### src/verilog/gic_pkg.sv
package gic_pkg;
  localparam int          GIC_NPINS      = 4;
  localparam int          GIC_DEB_TICKS  = 4;
  // register addresses
  localparam logic [14:0] GIC_ADDR_CFG   = 15'h000b;
  localparam logic [14:0] GIC_ADDR_PIN1  = 15'h000c;
  localparam logic [14:0] GIC_ADDR_PIN4  = 15'h000f;
  localparam logic [14:0] GIC_ADDR_STAT  = 15'h0010;
  localparam logic [14:0] GIC_ADDR_IRQC  = 15'h0012;
  localparam logic [14:0] GIC_ADDR_MASK  = 15'h0013;
  // pin setup field positions
  localparam int          GIC_DIR_BIT    = 15;
  localparam int          GIC_PULL_LO    = 13;
  localparam int          GIC_EDGE_BIT   = 12;
  localparam int          GIC_POL_BIT    = 10;
  localparam int          GIC_LVL_BIT    = 5;
  localparam logic [15:0] GIC_PIN_WMASK  = 16'hf42f;
  localparam logic [15:0] GIC_PIN_RST    = 16'h8000;
  localparam logic [15:0] GIC_PIN3_RST   = 16'hc000;
  localparam int          GIC_SHARED_PIN = 2;
  // status and mask layout
  localparam int          GIC_TEMP_BIT   = 15;
  localparam int          GIC_PINF_LO    = 11;
  localparam int          GIC_UV_BIT     = 0;
  localparam logic [15:0] GIC_STAT_MASK  = 16'hf801;
  localparam logic [15:0] GIC_STAT_RST   = 16'h0000;
  localparam logic [15:0] GIC_MASK_RST   = 16'h0000;
  localparam logic        GIC_GMASK_RST  = 1'b1;
  // function codes
  localparam logic [3:0]  GIC_FN_LVL_IN  = 4'h0;
  localparam logic [3:0]  GIC_FN_EDGE_IN = 4'h1;
  localparam logic [3:0]  GIC_FN_DIVCLK  = 4'h2;
  localparam logic [3:0]  GIC_FN_IRQ     = 4'h3;
  localparam logic [3:0]  GIC_FN_TEMP    = 4'h7;
  localparam logic [3:0]  GIC_FN_MICCLK  = 4'h9;
  localparam logic [3:0]  GIC_FN_LVL_OUT = 4'ha;
  localparam logic [3:0]  GIC_FN_UV      = 4'hb;
endpackage

### src/verilog/gic_debounce.sv
`timescale 1ns/1ps
`default_nettype none
module gic_debounce
  import gic_pkg::*;
#(
  parameter int TICKS = GIC_DEB_TICKS
) (
  input  wire logic clk_in,
  input  wire logic rst_n_in,
  input  wire logic ce_in,
  input  wire logic tick_in,
  input  wire logic raw_in,
  output logic      clean_out
);
  logic [7:0] cnt;
  logic [7:0] next_cnt;
  logic       next_clean;

  // level must hold for TICKS timeout ticks before it is accepted
  always_comb begin
    next_cnt   = cnt;
    next_clean = clean_out;
    if (raw_in == clean_out) begin
      next_cnt = 8'h00;
    end else if (tick_in) begin
      if (cnt == 8'(TICKS - 1)) begin
        next_clean = raw_in;
        next_cnt   = 8'h00;
      end else begin
        next_cnt = cnt + 8'h01;
      end
    end
  end

  always_ff @(posedge clk_in) begin
    if (!rst_n_in) begin
      cnt       <= 8'h00;
      clean_out <= 1'b0;
    end else if (ce_in) begin
      cnt       <= next_cnt;
      clean_out <= next_clean;
    end
  end
endmodule
`default_nettype wire

### src/verilog/gic_pin.sv
`timescale 1ns/1ps
`default_nettype none
module gic_pin
  import gic_pkg::*;
(
  input  wire logic        clk_in,
  input  wire logic        rst_n_in,
  input  wire logic        ce_in,
  input  wire logic [15:0] setup_in,
  input  wire logic        allow_in,
  input  wire logic        clean_in,
  input  wire logic        irq_in,
  input  wire logic        divclk_in,
  input  wire logic        micclk_in,
  input  wire logic        temp_in,
  input  wire logic        uv_in,
  output logic             event_out,
  output logic             data_out,
  output logic             oe_out
);
  logic [3:0] fn;
  logic       pol;
  logic       prev;
  logic       act;
  logic       src;
  logic       drive;
  logic       next_data;
  logic       next_oe;

  assign fn  = setup_in[3:0];
  assign pol = setup_in[GIC_POL_BIT];
  assign act = clean_in ^ pol;

  always_comb begin
    event_out = 1'b0;
    src       = 1'b0;
    drive     = 1'b1;
    case (fn)
      GIC_FN_LVL_IN:  begin drive = 1'b0; event_out = act; end
      GIC_FN_EDGE_IN: begin
        drive = 1'b0;
        if (setup_in[GIC_EDGE_BIT]) begin
          event_out = clean_in ^ prev;
        end else begin
          event_out = act & ~(prev ^ pol);
        end
      end
      GIC_FN_DIVCLK:  src = divclk_in;
      GIC_FN_MICCLK:  src = micclk_in;
      GIC_FN_IRQ:     src = irq_in;
      GIC_FN_TEMP:    src = temp_in;
      GIC_FN_UV:      src = uv_in;
      GIC_FN_LVL_OUT: src = setup_in[GIC_LVL_BIT];
      default:        drive = 1'b0;
    endcase
    if (!allow_in) begin
      event_out = 1'b0;
    end
    next_data = src ^ pol;
    next_oe   = drive & allow_in & ~setup_in[GIC_DIR_BIT];
  end

  always_ff @(posedge clk_in) begin
    if (!rst_n_in) begin
      prev     <= 1'b0;
      data_out <= 1'b0;
      oe_out   <= 1'b0;
    end else if (ce_in) begin
      prev     <= clean_in;
      data_out <= next_data;
      oe_out   <= next_oe;
    end
  end
endmodule
`default_nettype wire

### src/verilog/gic_top.sv
`timescale 1ns/1ps
`default_nettype none
module gic_top
  import gic_pkg::*;
#(
  parameter int NPINS     = GIC_NPINS,
  parameter int DEB_TICKS = GIC_DEB_TICKS
) (
  input  wire logic             clk_in,
  input  wire logic             rst_n_in,
  input  wire logic             ce_in,
  input  wire logic             reg_wr_en_in,
  input  wire logic             reg_rd_en_in,
  input  wire logic [14:0]      reg_addr_in,
  input  wire logic [15:0]      reg_wdata_in,
  output logic      [15:0]      reg_rdata_out,
  input  wire logic [NPINS-1:0] pin_in,
  output logic      [NPINS-1:0] pin_data_out,
  output logic      [NPINS-1:0] pin_oe_out,
  output logic  [2*NPINS-1:0]   pin_pull_out,
  input  wire logic             timeout_tick_in,
  input  wire logic             timeout_clock_enable_in,
  input  wire logic             oscillator_clock_enable_in,
  input  wire logic             divided_clock_in,
  input  wire logic             mic_clock_in,
  input  wire logic             overtemp_status_in,
  input  wire logic             regulator_undervolt_status_in,
  output logic                  irq_out,
  output logic                  control_port_select_out
);
  logic [15:0]      setup      [NPINS];
  logic [15:0]      next_setup [NPINS];
  logic             release_bit;
  logic             next_release;
  logic             cps;
  logic             next_cps;
  logic [15:0]      status;
  logic [15:0]      next_status;
  logic [15:0]      mask;
  logic [15:0]      next_mask;
  logic             gmask;
  logic             next_gmask;
  logic             next_irq;
  logic [15:0]      next_rdata;
  logic [15:0]      set_bits;
  logic [NPINS-1:0] clean;
  logic [NPINS-1:0] pin_evt;
  logic [NPINS-1:0] allow;
  logic             tick;
  logic             rd_stat;

  // debounce only advances while the timeout clock really runs
  assign tick = timeout_tick_in & timeout_clock_enable_in & oscillator_clock_enable_in;
  assign rd_stat = reg_rd_en_in && (reg_addr_in == GIC_ADDR_STAT);

  ////////////////////////////////////////////////////////////////////////////
  // per-pin datapath

  genvar g;
  generate
    for (g = 0; g < NPINS; g++) begin : pin_g
      assign allow[g] = (g != GIC_SHARED_PIN) || release_bit;
      assign pin_pull_out[2*g +: 2] = setup[g][GIC_PULL_LO +: 2];
      gic_debounce #(.TICKS(DEB_TICKS)) u_deb (
        .clk_in    (clk_in),
        .rst_n_in  (rst_n_in),
        .ce_in     (ce_in),
        .tick_in   (tick),
        .raw_in    (pin_in[g]),
        .clean_out (clean[g])
      );
      gic_pin u_pin (
        .clk_in    (clk_in),
        .rst_n_in  (rst_n_in),
        .ce_in     (ce_in),
        .setup_in  (setup[g]),
        .allow_in  (allow[g]),
        .clean_in  (clean[g]),
        .irq_in    (irq_out),
        .divclk_in (divided_clock_in),
        .micclk_in (mic_clock_in),
        .temp_in   (overtemp_status_in),
        .uv_in     (regulator_undervolt_status_in),
        .event_out (pin_evt[g]),
        .data_out  (pin_data_out[g]),
        .oe_out    (pin_oe_out[g])
      );
    end
  endgenerate

  ////////////////////////////////////////////////////////////////////////////
  // register file and interrupt controller

  always_comb begin
    for (int i = 0; i < NPINS; i++) begin
      next_setup[i] = setup[i];
      if (reg_wr_en_in && (reg_addr_in == GIC_ADDR_PIN1 + 15'(i))) begin
        next_setup[i] = reg_wdata_in & GIC_PIN_WMASK;
      end
    end
    next_release = release_bit;
    if (reg_wr_en_in && (reg_addr_in == GIC_ADDR_CFG) && reg_wdata_in[0]) begin
      next_release = 1'b1;
    end
    next_cps = release_bit ? cps : pin_in[GIC_SHARED_PIN];
    next_mask = mask;
    if (reg_wr_en_in && (reg_addr_in == GIC_ADDR_MASK)) begin
      next_mask = reg_wdata_in & GIC_STAT_MASK;
    end
    next_gmask = gmask;
    if (reg_wr_en_in && (reg_addr_in == GIC_ADDR_IRQC)) begin
      next_gmask = reg_wdata_in[0];
    end
    set_bits = 16'h0000;
    set_bits[GIC_TEMP_BIT] = overtemp_status_in;
    set_bits[GIC_PINF_LO +: NPINS] = pin_evt;
    set_bits[GIC_UV_BIT] = regulator_undervolt_status_in;
    // a source active in the read cycle sets again, so it wins over the clear
    next_status = (rd_stat ? GIC_STAT_RST : status) | set_bits;
    next_irq = (|(next_status & ~next_mask)) & ~next_gmask;
    next_rdata = 16'h0000;
    if (reg_rd_en_in) begin
      if (reg_addr_in == GIC_ADDR_CFG) begin
        next_rdata = {15'h0000, release_bit};
      end else if (reg_addr_in == GIC_ADDR_STAT) begin
        next_rdata = status;
      end else if (reg_addr_in == GIC_ADDR_IRQC) begin
        next_rdata = {15'h0000, gmask};
      end else if (reg_addr_in == GIC_ADDR_MASK) begin
        next_rdata = mask;
      end else begin
        for (int i = 0; i < NPINS; i++) begin
          if (reg_addr_in == GIC_ADDR_PIN1 + 15'(i)) begin
            next_rdata = setup[i];
            next_rdata[GIC_LVL_BIT] = pin_in[i] ^ setup[i][GIC_POL_BIT];
          end
        end
      end
    end
  end

  always_ff @(posedge clk_in) begin
    if (!rst_n_in) begin
      for (int i = 0; i < NPINS; i++) begin
        setup[i] <= (i == GIC_SHARED_PIN) ? GIC_PIN3_RST : GIC_PIN_RST;
      end
      release_bit             <= 1'b0;
      cps                     <= 1'b0;
      status                  <= GIC_STAT_RST;
      mask                    <= GIC_MASK_RST;
      gmask                   <= GIC_GMASK_RST;
      irq_out                 <= 1'b0;
      reg_rdata_out           <= 16'h0000;
      control_port_select_out <= 1'b0;
    end else if (ce_in) begin
      for (int i = 0; i < NPINS; i++) begin
        setup[i] <= next_setup[i];
      end
      release_bit             <= next_release;
      cps                     <= next_cps;
      status                  <= next_status;
      mask                    <= next_mask;
      gmask                   <= next_gmask;
      irq_out                 <= next_irq;
      reg_rdata_out           <= next_rdata;
      control_port_select_out <= next_cps;
    end
  end
endmodule
`default_nettype wire

### config.mk
export PLATFORM = sky130hd
export DESIGN_NAME = gic_top
export DESIGN_NICKNAME = d
export VERILOG_FILES = /design/src/verilog/gic_pkg.sv /design/src/verilog/gic_debounce.sv /design/src/verilog/gic_pin.sv /design/src/verilog/gic_top.sv
export SDC_FILE = /design/constraint.sdc
export NUM_CORES = 1
export LEC_CHECK = 0
export ABC_AREA = 1
export BUFFER_PORTS_ARGS = -buffer_cell sky130_fd_sc_hd__buf_2
export CORE_ASPECT_RATIO = 0.75
export CORE_MARGIN = 2
export CORE_UTILIZATION = 59
export DETAILED_ROUTE_END_ITERATION = 7
export PLACE_DENSITY = 0.83
export SLEW_MARGIN = 0
export SYNTH_ARGS = -nofsm -noshare
export SYNTH_HDL_FRONTEND = slang
export SYNTH_SLANG_ARGS = --single-unit
### constraint.sdc
create_clock -name clk_in -period 3.3 [get_ports clk_in]
set_clock_uncertainty 0.1 [all_clocks]
set_input_delay 0.33 -clock clk_in [delete_from_list [all_inputs] [get_ports clk_in]]
set_output_delay 0.33 -clock clk_in [all_outputs]
set_load 0.03 [all_outputs]
* After elaboration in Yosys (flattened, before gate mapping)
Memory sizes are Yosys's and may differ from the RTL's.
Index checks and enable logic that the tools add are counted.
** Cells by class
- Reduce and logical (&&, ||, !) cells :: 32
- $add $sub $neg :: 4
- Multiplexer cells :: 53
- Bitwise gates (word level) :: 53
- Equality and inequality tests :: 44
** Operators with widths (count)
- two-way mux 16 bit :: 19
- two-way mux 8 bit :: 12
- == test 15 x 4 -> 1 bit (second input constant) :: 5
- == test 4 bit (second input constant) :: 12
- == test 15 x 5 -> 1 bit (second input constant) :: 3
- adder 8 x 1 -> 8 bit (second input constant) :: 4
- == test 4 x 2 -> 1 bit (second input constant) :: 8
- == test 8 x 2 -> 1 bit (second input constant) :: 4
- one-hot mux 1 bit (6 select lines) :: 4
- OR reduction 6 bit :: 4
- XOR 1 bit :: 20
- AND 16 bit :: 1
- == test 4 x 1 -> 1 bit (second input constant) :: 4
- == test 4 x 3 -> 1 bit (second input constant) :: 4
- logical NOT 4 bit :: 4
- NOT 16 bit :: 1
- bitwise OR 16 bit :: 1
- AND reduction 4 bit :: 4
- OR reduction 16 bit :: 1
- two-way mux 1 bit :: 14
- NOT 1 bit :: 14
- AND 1 bit :: 12
- AND reduction 2 bit :: 6
- logical AND 1 bit :: 9
- 4 further kinds :: 16
** Storage, ports and cells
- Word-level logic and storage cells :: 214
- Input port bits :: 47
- Bits in registers :: 100
- Memories :: 1
- Output and inout port bits :: 34
- RAM bits :: 64
** Memories
- setup :: depth 4, bits a word 16, read ports 4, clocked after Yosys merged registers in 0, wr ports 4, RTL line gic_top.sv:31 : logic [15:0] setup [NPINS];

* Longest topological paths before layout
Gate-level depths: netlist of run 1.
An unclocked memory read counts as a cell.
- Depth in word-level cells :: 11
- Depth in mapped cells :: 17
- Gate-level depth less buffers :: 16

* Cells and area by module
From an unflattened synthesis of run 1, not the netlist that was laid out.
** Second synthesis, totals
- Cell total of the unflattened synthesis :: 1100
- Area total of the unflattened synthesis :: 7918.8 µm²
** By module, submodules not included
- gic_top :: cells an instance 524, times used 1, area an instance 4340.4 µm², seq. area each 2242.2 µm²
- gic_debounce :: cells an instance 93, times used 4, area an instance 589.3 µm², seq. area each 180.2 µm²
- gic_pin :: cells an instance 51, times used 4, area an instance 305.3 µm², seq. area each 60.1 µm²

* Worst setup path before layout of run 1
No wires, ideal clock.
- Kind :: in2reg
- From :: input reg_addr_in[13]
- To :: memory setup[3][0] (enable)
- Path buffers :: 0
- Arrival :: 1.906 ns
- Data required time :: 2.809 ns
- Library setup time :: 0.391 ns
- Cell stages on the path :: 7
- Slack :: 0.903 ns
- Path through :: nor2_1 nand2_2 nor2_8 nand2_1 nor3_4 inv_2 o21ai_0
** RTL lines
- from (decl) :: RTL line gic_top.sv:14 : input wire logic [14:0] reg_addr_in,
- to (decl) :: RTL line gic_top.sv:31

==> results.ini, run 1 <==
[status]
run_status=complete, no violations

[critical_path]
worstSetupEndpoint=setup[3][13]$_SDFFCE_PN0P_
worstReg2RegEnd=pin_g[2].u_deb.cnt[7]$_SDFFE_PN0P_
cpMostUsedCell=buf_4
path_buf_inv=4
slowest_delay_ps=420
cp.arrival_ps=2130
worstSetupStartpoint=reg_addr_in[13]
r2r_slack_ps=1310
reg2regPathDepth=8
cp-start-kind=primary input
crit_type=in -> reg
cp-end-kind=flip-flop
crit_path_cell_trace=buf_2, nor2_1, nand2_2, nor2_8, nand2_1, nor3_4, buf_4, inv_2, o21ai_0, buf_4
slowest_stage=o21ai_0
crit_fanout=18
cp_top_family=simple AND/OR/NAND/NOR gates
crit_cells=10
r2r_start=pin_g[2].u_deb.cnt[0]$_SDFFE_PN0P_
required_ps=3340

[floorplanning]
rows=34
die_w_um=131
die_area_um2=13000
die_y_um=99.1
io_pins=81
core_area_um2=11700
initial_core_util_pct=61.0

[final_layout]
fin_nets=1070
layout-drive-gt1-share_pct=14.7
syn2layout_area_growth_pct=14.3
antenna_cells=0
stdcell_count=1194

[pwr]
p_clk_share_pct=46.0
power.share.switching_pct=27.9
p_per_area_nw_per_um2=499
power_frac_seq_pct=46.2
ir_drop_mv=0.408
power.switching_w=0.00113
comb_power_share_pct=7.8
leakagePower_nw=3.51
power.internal_w=0.00292

[timing]
min_period_over_period_pct=63.2
rsz0062_at_grt=false
clock.fmax_mhz=479
drv_slew=0
setup_violations=0
finalHoldViolCount=0
worst_slew_pin_slew_ps=633
slew_headroom_pct=57.6
min_period_ps=2090
worst_slack_ps=1210
hold_slack_ps=122
fin_tns_setup_ps=0

[synth]
synthMuxAreaShare_pct=0
postSynthCellCount=951
ys_ff_latch=140
avgSynthCellArea_um2=7.48
synth_area_leaders=dfxtp_1, edfxtp_1, nand2_1, inv_1, nor2_1
synth_edf_count=40
yosys-top-cells-count=nand2_1, inv_1, nor2_1, dfxtp_1, a21oi_1
synth_xor_area_share_pct=1.48
synth_top_area_share_pct=28.1
syn-cell-area_um2=7110
syn-num-nets=1002
ys_warn_count=0
synth-simple-area-share_pct=28.6
synth_ff_type=dfxtp_1
synthAdderAreaFrac_pct=0.704
yosysUniqueCellTypes=47
synth.most_common_cell=nand2_1
synth_top_area_cell=dfxtp_1
synth_top_family_by_area=simple AND/OR/NAND/NOR gates
yosysSeqAreaShare_pct=45.0
synth-async-reset-ratio_pct=0
synth_compound_area_share_pct=13.9

[global_route]
overflow=0
antenna_found_initial=0
met3_usage_pct=7.71
first_global_vias=6022
grt_start_max_net_pins=37
grt_util_met1_pct=44.1
grt.busiest_layer=met1
gr-usage-met2_pct=43.6
grt_pass1_wl_mm=30.2
grt_use_total_pct=30.3

[drt]
remaining_drc_errors=0
vias=6692
ant_nets=0
drtPass1Iterations=5
drt-initial-drc-count=535
wl_per_cell_um=15.6
viasPerCell=5.60
routed_wl_mm=18.6

[placed_design]
dp_hpwl_mm=13.3
post-place-ws_ps=797
gp_congestion=0.996
portBuffers=75
placed_cells=1162

[clock_tree]
cts_resized=0
clk_pin_slew_ps=70
cts_sinks=140
htreeDepth=4
cts_setup_buffers=0
cts_tree=built
hold_buffers=0
cts_buffers=17
cts_root_buf=clkbuf_16
clockBufferDepth=2
worstSkewPairLatency_ps=430

[job]
cap_viol_max_count=0

[worst_hold_path]
hp-class=in -> reg

area by class of cell:
class	count	area [um2]
Sequential cell	140	3200
Inverter	128	480
Timing Repair Buffer	91	495
Tap cell	162	203
Multi-Input combinational cell	641	3180
Clock inverter	15	143
Fill cell	990	3530
Clock buffer	17	425
worst reg2reg max path, stage by stage (launching register included):
cell	delay [ps]
dfxtp_1	380
ha_1	230
nand4_1	110
nor4_1	310
nor2_1	100
o21ai_1	420
inv_1	110
nand2_1	80
nor2_1	40
metal layers:
| layer | up-vias | share of wire (%) |
|---|---|---|
| met2 | 333 | 42 |
| met5 | - | 0 |
| met3 | 37 | 9.8 |
| li1 | 3291 | - |
| met4 | 0 | 2.5 |
| met1 | 3031 | 46 |
per-stage QoR:
stage                     area [um2]  total power (W)  util [%]
after CTS                       8130          0.00405      69.7
after global routing            8130          0.00418      69.7
final                           8130          0.00405      69.7
after floorplan                 7110          0.00211         -
after global placement          7560          0.00221      64.9
after detailed placement        7560          0.00222      64.9
worst min-delay path by stage:
stage / from / cells past startpoint / end / slack [ps]
after detailed placement: pin_g[0].u_pin.oe_out$_SDFFE_PN0P_ / 2 / pin_g[0].u_pin.oe_out$_SDFFE_PN0P_ / 340
after global routing: reg_wdata_in[13] / 3 / mask[13]$_SDFFE_PN0P_ / 130
after floorplan: mask[5]$_SDFFE_PN0P_ / 2 / mask[5]$_SDFFE_PN0P_ / 320
after CTS: reg_wdata_in[13] / 3 / mask[13]$_SDFFE_PN0P_ / 120
after global placement: pin_g[0].u_pin.oe_out$_SDFFE_PN0P_ / 2 / pin_g[0].u_pin.oe_out$_SDFFE_PN0P_ / 330
final: reg_wdata_in[13] / 3 / mask[13]$_SDFFE_PN0P_ / 120
flip-flops by register name (all words and copies together) (netlist names):
name and count:
pin_g.u_pin.prev 4, pin_g.u_pin.oe_out 4, mask 16, pin_g.u_deb.cnt 32, cps 1, release_bit 1, setup 40, pin_g.u_pin.data_out 4
pin_g.u_deb.clean_out 4, gmask 1, reg_rdata_out 16, irq_out 1, status 16
layout by cell type (no fill, tap or decap), types with 3 or more instances in the layout:
cell type and instances:
dfxtp_1 100, a32o_1 8, nand3_1 46, clkbuf_16 17
o31ai_1 6, nor3_2 4, o21ai_0 46, a211oi_1 4
buf_4 16, o21ai_2 3, nor3_1 39, buf_2 75
ha_1 4, o22ai_1 14, inv_2 5, nand2_2 3
a221oi_1 3, xor2_1 10, o211ai_1 5, edfxtp_1 40
o21ai_1 11, nor2_1 108, inv_8 5, inv_6 8
a21oi_1 59, nand2_1 214, nor4_1 5, a31oi_1 3
inv_1 122, nand4_1 24
power by group through the flow:
stage	combinational (W)	clock [W]	sequential, W
floorplan	0.000221	0	0.00189
global placement	0.000306	0	0.00191
detailed placement	0.000309	0	0.00191
CTS	0.000312	0.00187	0.00187
global route	0.000350	0.00196	0.00188
finish	0.000315	0.00186	0.00187
cell families after synthesis:
kind of cell | Yosys count
AO/OA/AOI/OAI | 168
XOR/XNOR | 12
adder cells (fa/ha/maj) | 4
buffers and inverters | 170
flip-flops | 140
AND/OR/NAND/NOR | 457
No activity file was read; power rests on OpenSTA's default activity.
==> run 2: changes to the inputs <==
- clock period: 3.3 -> 2.1 ns (I/O delays scaled with it)
==> results.ini, run 2 (synthesis results as in run 1) <==
[timing]
min_period_over_period_pct=86.7
clock.fmax_mhz=549
slew_headroom_pct=33.0
setup_violations=0
rsz0062_at_grt=false
min_period_ps=1820
finalHoldViolCount=0
drv_slew=0
worst_slew_pin_slew_ps=1000

[placed_design]
portBuffers=75
gp_congestion=1.04
placed_cells=1177
dp_hpwl_mm=13.7

[clock_tree]
clk_pin_slew_ps=60
cts_root_buf=clkbuf_16
cts_resized=0
clockBufferDepth=2
worstSkewPairLatency_ps=430
hold_buffers=1
cts_tree=built
htreeDepth=4
cts_sinks=140
cts_buffers=17
cts_setup_buffers=0

[final_layout]
final_common_cell=nand2_1
top_regs=setup (40), pin_g.u_deb.cnt (32)
stdcell_count=1210
syn2layout_area_growth_pct=16.8
largest_register_ffs=40
top_register=setup
fin_util_pct=71.3
layout_common_cells=nand2_1, inv_1, nor2_1, dfxtp_1, buf_2
fin_nets=1086
antenna_cells=0
layout-drive-gt1-share_pct=15.7

[pwr]
ir_drop_mv=0.578
leakagePower_nw=3.59
power.internal_w=0.00490
p_per_area_nw_per_um2=789
p_clk_share_pct=47.2
finalPower_w=0.00655
power.share.switching_pct=25.3
comb_power_share_pct=7.8
power.switching_w=0.00165
power_frac_seq_pct=45.0

[status]
run_status=complete, no violations

[floorplanning]
io_pins=81
core_area_um2=11700
initial_core_util_pct=61.0
die_area_um2=13000
die_y_um=99.1
rows=34
die_w_um=131

[drt]
vias=6828
drt-initial-drc-count=826
routed_wl_mm=19.5
ant_nets=0
remaining_drc_errors=0
wl_per_cell_um=16.1
viasPerCell=5.64
drtPass1Iterations=5

[worst_hold_path]
hp-class=in -> reg

[global_route]
antenna_found_initial=0
overflow=0
grt_use_total_pct=31.8
first_global_vias=6157
grt_start_max_net_pins=31
grt_pass1_wl_mm=31.6

[critical_path]
crit_type=reg -> reg
cp-end-kind=flip-flop
required_ps=2360
cp-start-kind=flip-flop
cp.arrival_ps=2080
r2r_slack_ps=280
crit_fanout=5

[job]
cap_viol_max_count=0

-- run 2: changes by cell type in the layout (fill, tap and decap cells not counted), sizes merged --
cell and change:
buf +15, clkbuf +1, clkinv +2, bufinv +3, dlygate4sd3 +1, clkinvlp +4
inv -10
-- run 2: layout make-up --
cell class | instances | area [um2]
fill | 944 | 3350
sequential | 140 | 3200
multi-input combinational | 641 | 3180
timing repair buffer | 107 | 643
inverter | 128 | 480
clock buffer | 18 | 429
tap | 162 | 203
clock inverter | 14 | 169
-- run 2: critical path, stage by stage (launching register included) --
cell      delay (ps)
edfxtp_1         500
nor3_1           220
nand2_1           70
nor2_1           280
a21oi_1           70
nor2_1           140
nor2_1            70
nand2_1           60
nor2_1            40
nand2_1           70
nand2_1           70
nand2_1           60
-- run 2: final timing paths --
path,cells past startpoint,to,start
min,3,mask[13]$_SDFFE_PN0P_,reg_wdata_in[13]
max,11,irq_out$_SDFFE_PN0P_,setup[1][3]$_DFFE_PP_
max reg2reg,11,irq_out$_SDFFE_PN0P_,setup[1][3]$_DFFE_PP_
min reg2reg,2,mask[1]$_SDFFE_PN0P_,mask[1]$_SDFFE_PN0P_
-- run 2: power groups by stage --
| stage | combinational, W | sequential [W] | clock (W) |
|---|---|---|---|
| after floorplan | 0.000348 | 0.00297 | 0 |
| after global placement | 0.000493 | 0.00300 | 0 |
| after detailed placement | 0.000498 | 0.00300 | 0 |
| after CTS | 0.000504 | 0.00294 | 0.00309 |
| after global routing | 0.000565 | 0.00295 | 0.00322 |
| final | 0.000511 | 0.00295 | 0.00309 |
-- run 2: metal layers --
metal  global-route usage [%]  wire length (um)  vias up  share of wire, %
met5                        0                 0        -                 0
met4                     9.41               425        0               2.2
met3                     6.62              1790       37               9.2
met2                     48.5              8510      354                44
met1                     45.9              8740     3113                45
li1                         -                 -     3324                 -
-- run 2: metrics by stage --
stage,setup slack (ps),TNS (ps),area [um2],hold WS (ps)
after global routing,101,0,8310,42.9
after global placement,140,0,7700,333
after floorplan,-33.7,-627,7110,274
after CTS,325,0,8310,10.8
after detailed placement,101,0,7700,337
final,280,0,8310,10.5
==> run 3: changes to the inputs <==
- CORE_ASPECT_RATIO: 0.75 -> not set
==> results.ini, run 3 (synthesis results as in run 1) <==
[critical_path]
required_ps=2320
worstSetupStartpoint=setup[0][10]$_DFFE_PP_
r2r_slack_ps=230
crit_fanout=6
r2r_start=setup[0][10]$_DFFE_PP_
cp.arrival_ps=2100
reg2regPathDepth=14
slowest_stage=edfxtp_1
worstReg2RegEnd=irq_out$_SDFFE_PN0P_
cpMostUsedCell=nand2_1
cp-end-kind=flip-flop
slowest_delay_ps=520
cp-start-kind=flip-flop
crit_path_cell_trace=inv_1, nand2_1, nand2_1, nand2_1, nand2_1, nand2_1, a21oi_1, nor2_1, nor2_1, nand2_1, nor2_1, nand2_1, nand2_1, nand2_1
crit_type=reg -> reg

[clock_tree]
cts_sinks=140
hold_buffers=0
cts_setup_buffers=0
cts_resized=0
htreeDepth=4
clockBufferDepth=2
cts_root_buf=clkbuf_16
worstSkewPairLatency_ps=420
cts_tree=built
cts_buffers=17
clk_pin_slew_ps=60

[floorplanning]
core_area_um2=11900
rows=40
die_w_um=114
die_y_um=114
initial_core_util_pct=59.7
io_pins=81
die_area_um2=12900

[timing]
setup_violations=0
rsz0062_at_grt=false
clock.fmax_mhz=534
worst_slack_ps=226
fin_tns_setup_ps=0
min_period_over_period_pct=89.2
min_period_ps=1870
slew_headroom_pct=71.5
finalHoldViolCount=0
worst_slew_pin_slew_ps=427
drv_slew=0

[final_layout]
top_regs=setup (40), pin_g.u_deb.cnt (32)
syn2layout_area_growth_pct=16.2
final_common_cell=nand2_1
largest_register_ffs=40
top_register=setup
antenna_cells=0
fin_nets=1087
layout-drive-gt1-share_pct=15.7
layout_common_cells=nand2_1, inv_1, nor2_1, dfxtp_1, buf_2

[drt]
ant_nets=0
vias=6763
remaining_drc_errors=0
drt-initial-drc-count=712
viasPerCell=5.66
routed_wl_mm=18.6
drtPass1Iterations=5
wl_per_cell_um=15.6

[placed_design]
portBuffers=75
post-place-ws_ps=105
dp_hpwl_mm=13.6
gp_congestion=0.966

[job]
cap_viol_max_count=0

[worst_hold_path]
holdPathStages=3
hold_end=mask[0]$_SDFFE_PN0P_
hp-class=in -> reg
worstHoldStart=reg_wdata_in[0]

[pwr]
leakagePower_nw=3.61
ir_drop_mv=0.599
p_per_area_nw_per_um2=784

[global_route]
first_global_vias=6172
grt_pass1_wl_mm=29.9
antenna_found_initial=0
overflow=0
grt_start_max_net_pins=34
grt_use_total_pct=29.7

[status]
run_status=complete, no violations

## run 3: cell types whose count changed in the layout (fill, tap and decap cells not counted), sizes merged
cell	delta
buf	+2
dlygate4sd3	-1
clkinvlp	-5
inv	-2
clkbuf	+6
bufinv	-1
## run 3: cell type report
cell class / instances / area [um2]
timing repair buffer: 108 / 623
sequential: 140 / 3200
fill: 976 / 3650
multi-input combinational: 641 / 3180
inverter: 128 / 480
clock buffer: 24 / 514
clock inverter: 6 / 81.3
tap: 147 / 184
## run 3: stage by stage
stage	instances	hold slack, ps	utilization (%)	area (um2)	power (W)
final	1194	13.6	69.4	8260	0.00648
after global routing	1194	41.4	69.4	8260	0.00668
after CTS	1194	3.41	69.4	8260	0.00649
after detailed placement	1164	340	64.4	7670	0.00350
after global placement	1164	332	64.4	7670	0.00349
after floorplan	951	274	-	7110	0.00332
## run 3: where the power goes
part / switching, W / internal [W] / leakage (nW)
Clock: 0.00109 / 0.00193 / 0.297
Sequential: 0.0000732 / 0.00287 / 1.19
Combinational: 0.000357 / 0.000158 / 2.12
Total: 0.00152 / 0.00496 / 3.61
## run 3: metal layers
layer  track usage (%)  vias to the layer above  routed length, um
li1                  -                     3330                  -
met1              37.8                     3036               7640
met2              46.8                      330               8260
met3              7.86                       67               1840
met4              15.0                        0                848
met5                 0                        -                  0
## run 3: worst max-delay path: cells and delay by family (launching register included)
kind / cells / cell delay, ps
AO/OA/AOI/OAI: 1 / 150
buffers and inverters: 1 / 170
flip-flops: 1 / 520
AND/OR/NAND/NOR: 12 / 830
## run 3: worst max path at each step
| stage | slack, ps | end | depth (start not counted) |
|---|---|---|---|
| 2_1_floorplan | -30 | setup[2][0]$_SDFFCE_PN0P_ | 6 |
| 3_3_place_gp | 130 | mask[15]$_SDFFE_PN0P_ | 11 |
| 3_5_place_dp | 100 | reg_rdata_out[13]$_SDFFE_PN0P_ | 15 |
| 4_1_cts | 240 | pin_g[3].u_deb.cnt[7]$_SDFFE_PN0P_ | 9 |
| 5_1_grt | 30 | pin_g[3].u_deb.cnt[7]$_SDFFE_PN0P_ | 8 |
| 6_report | 230 | irq_out$_SDFFE_PN0P_ | 14 |
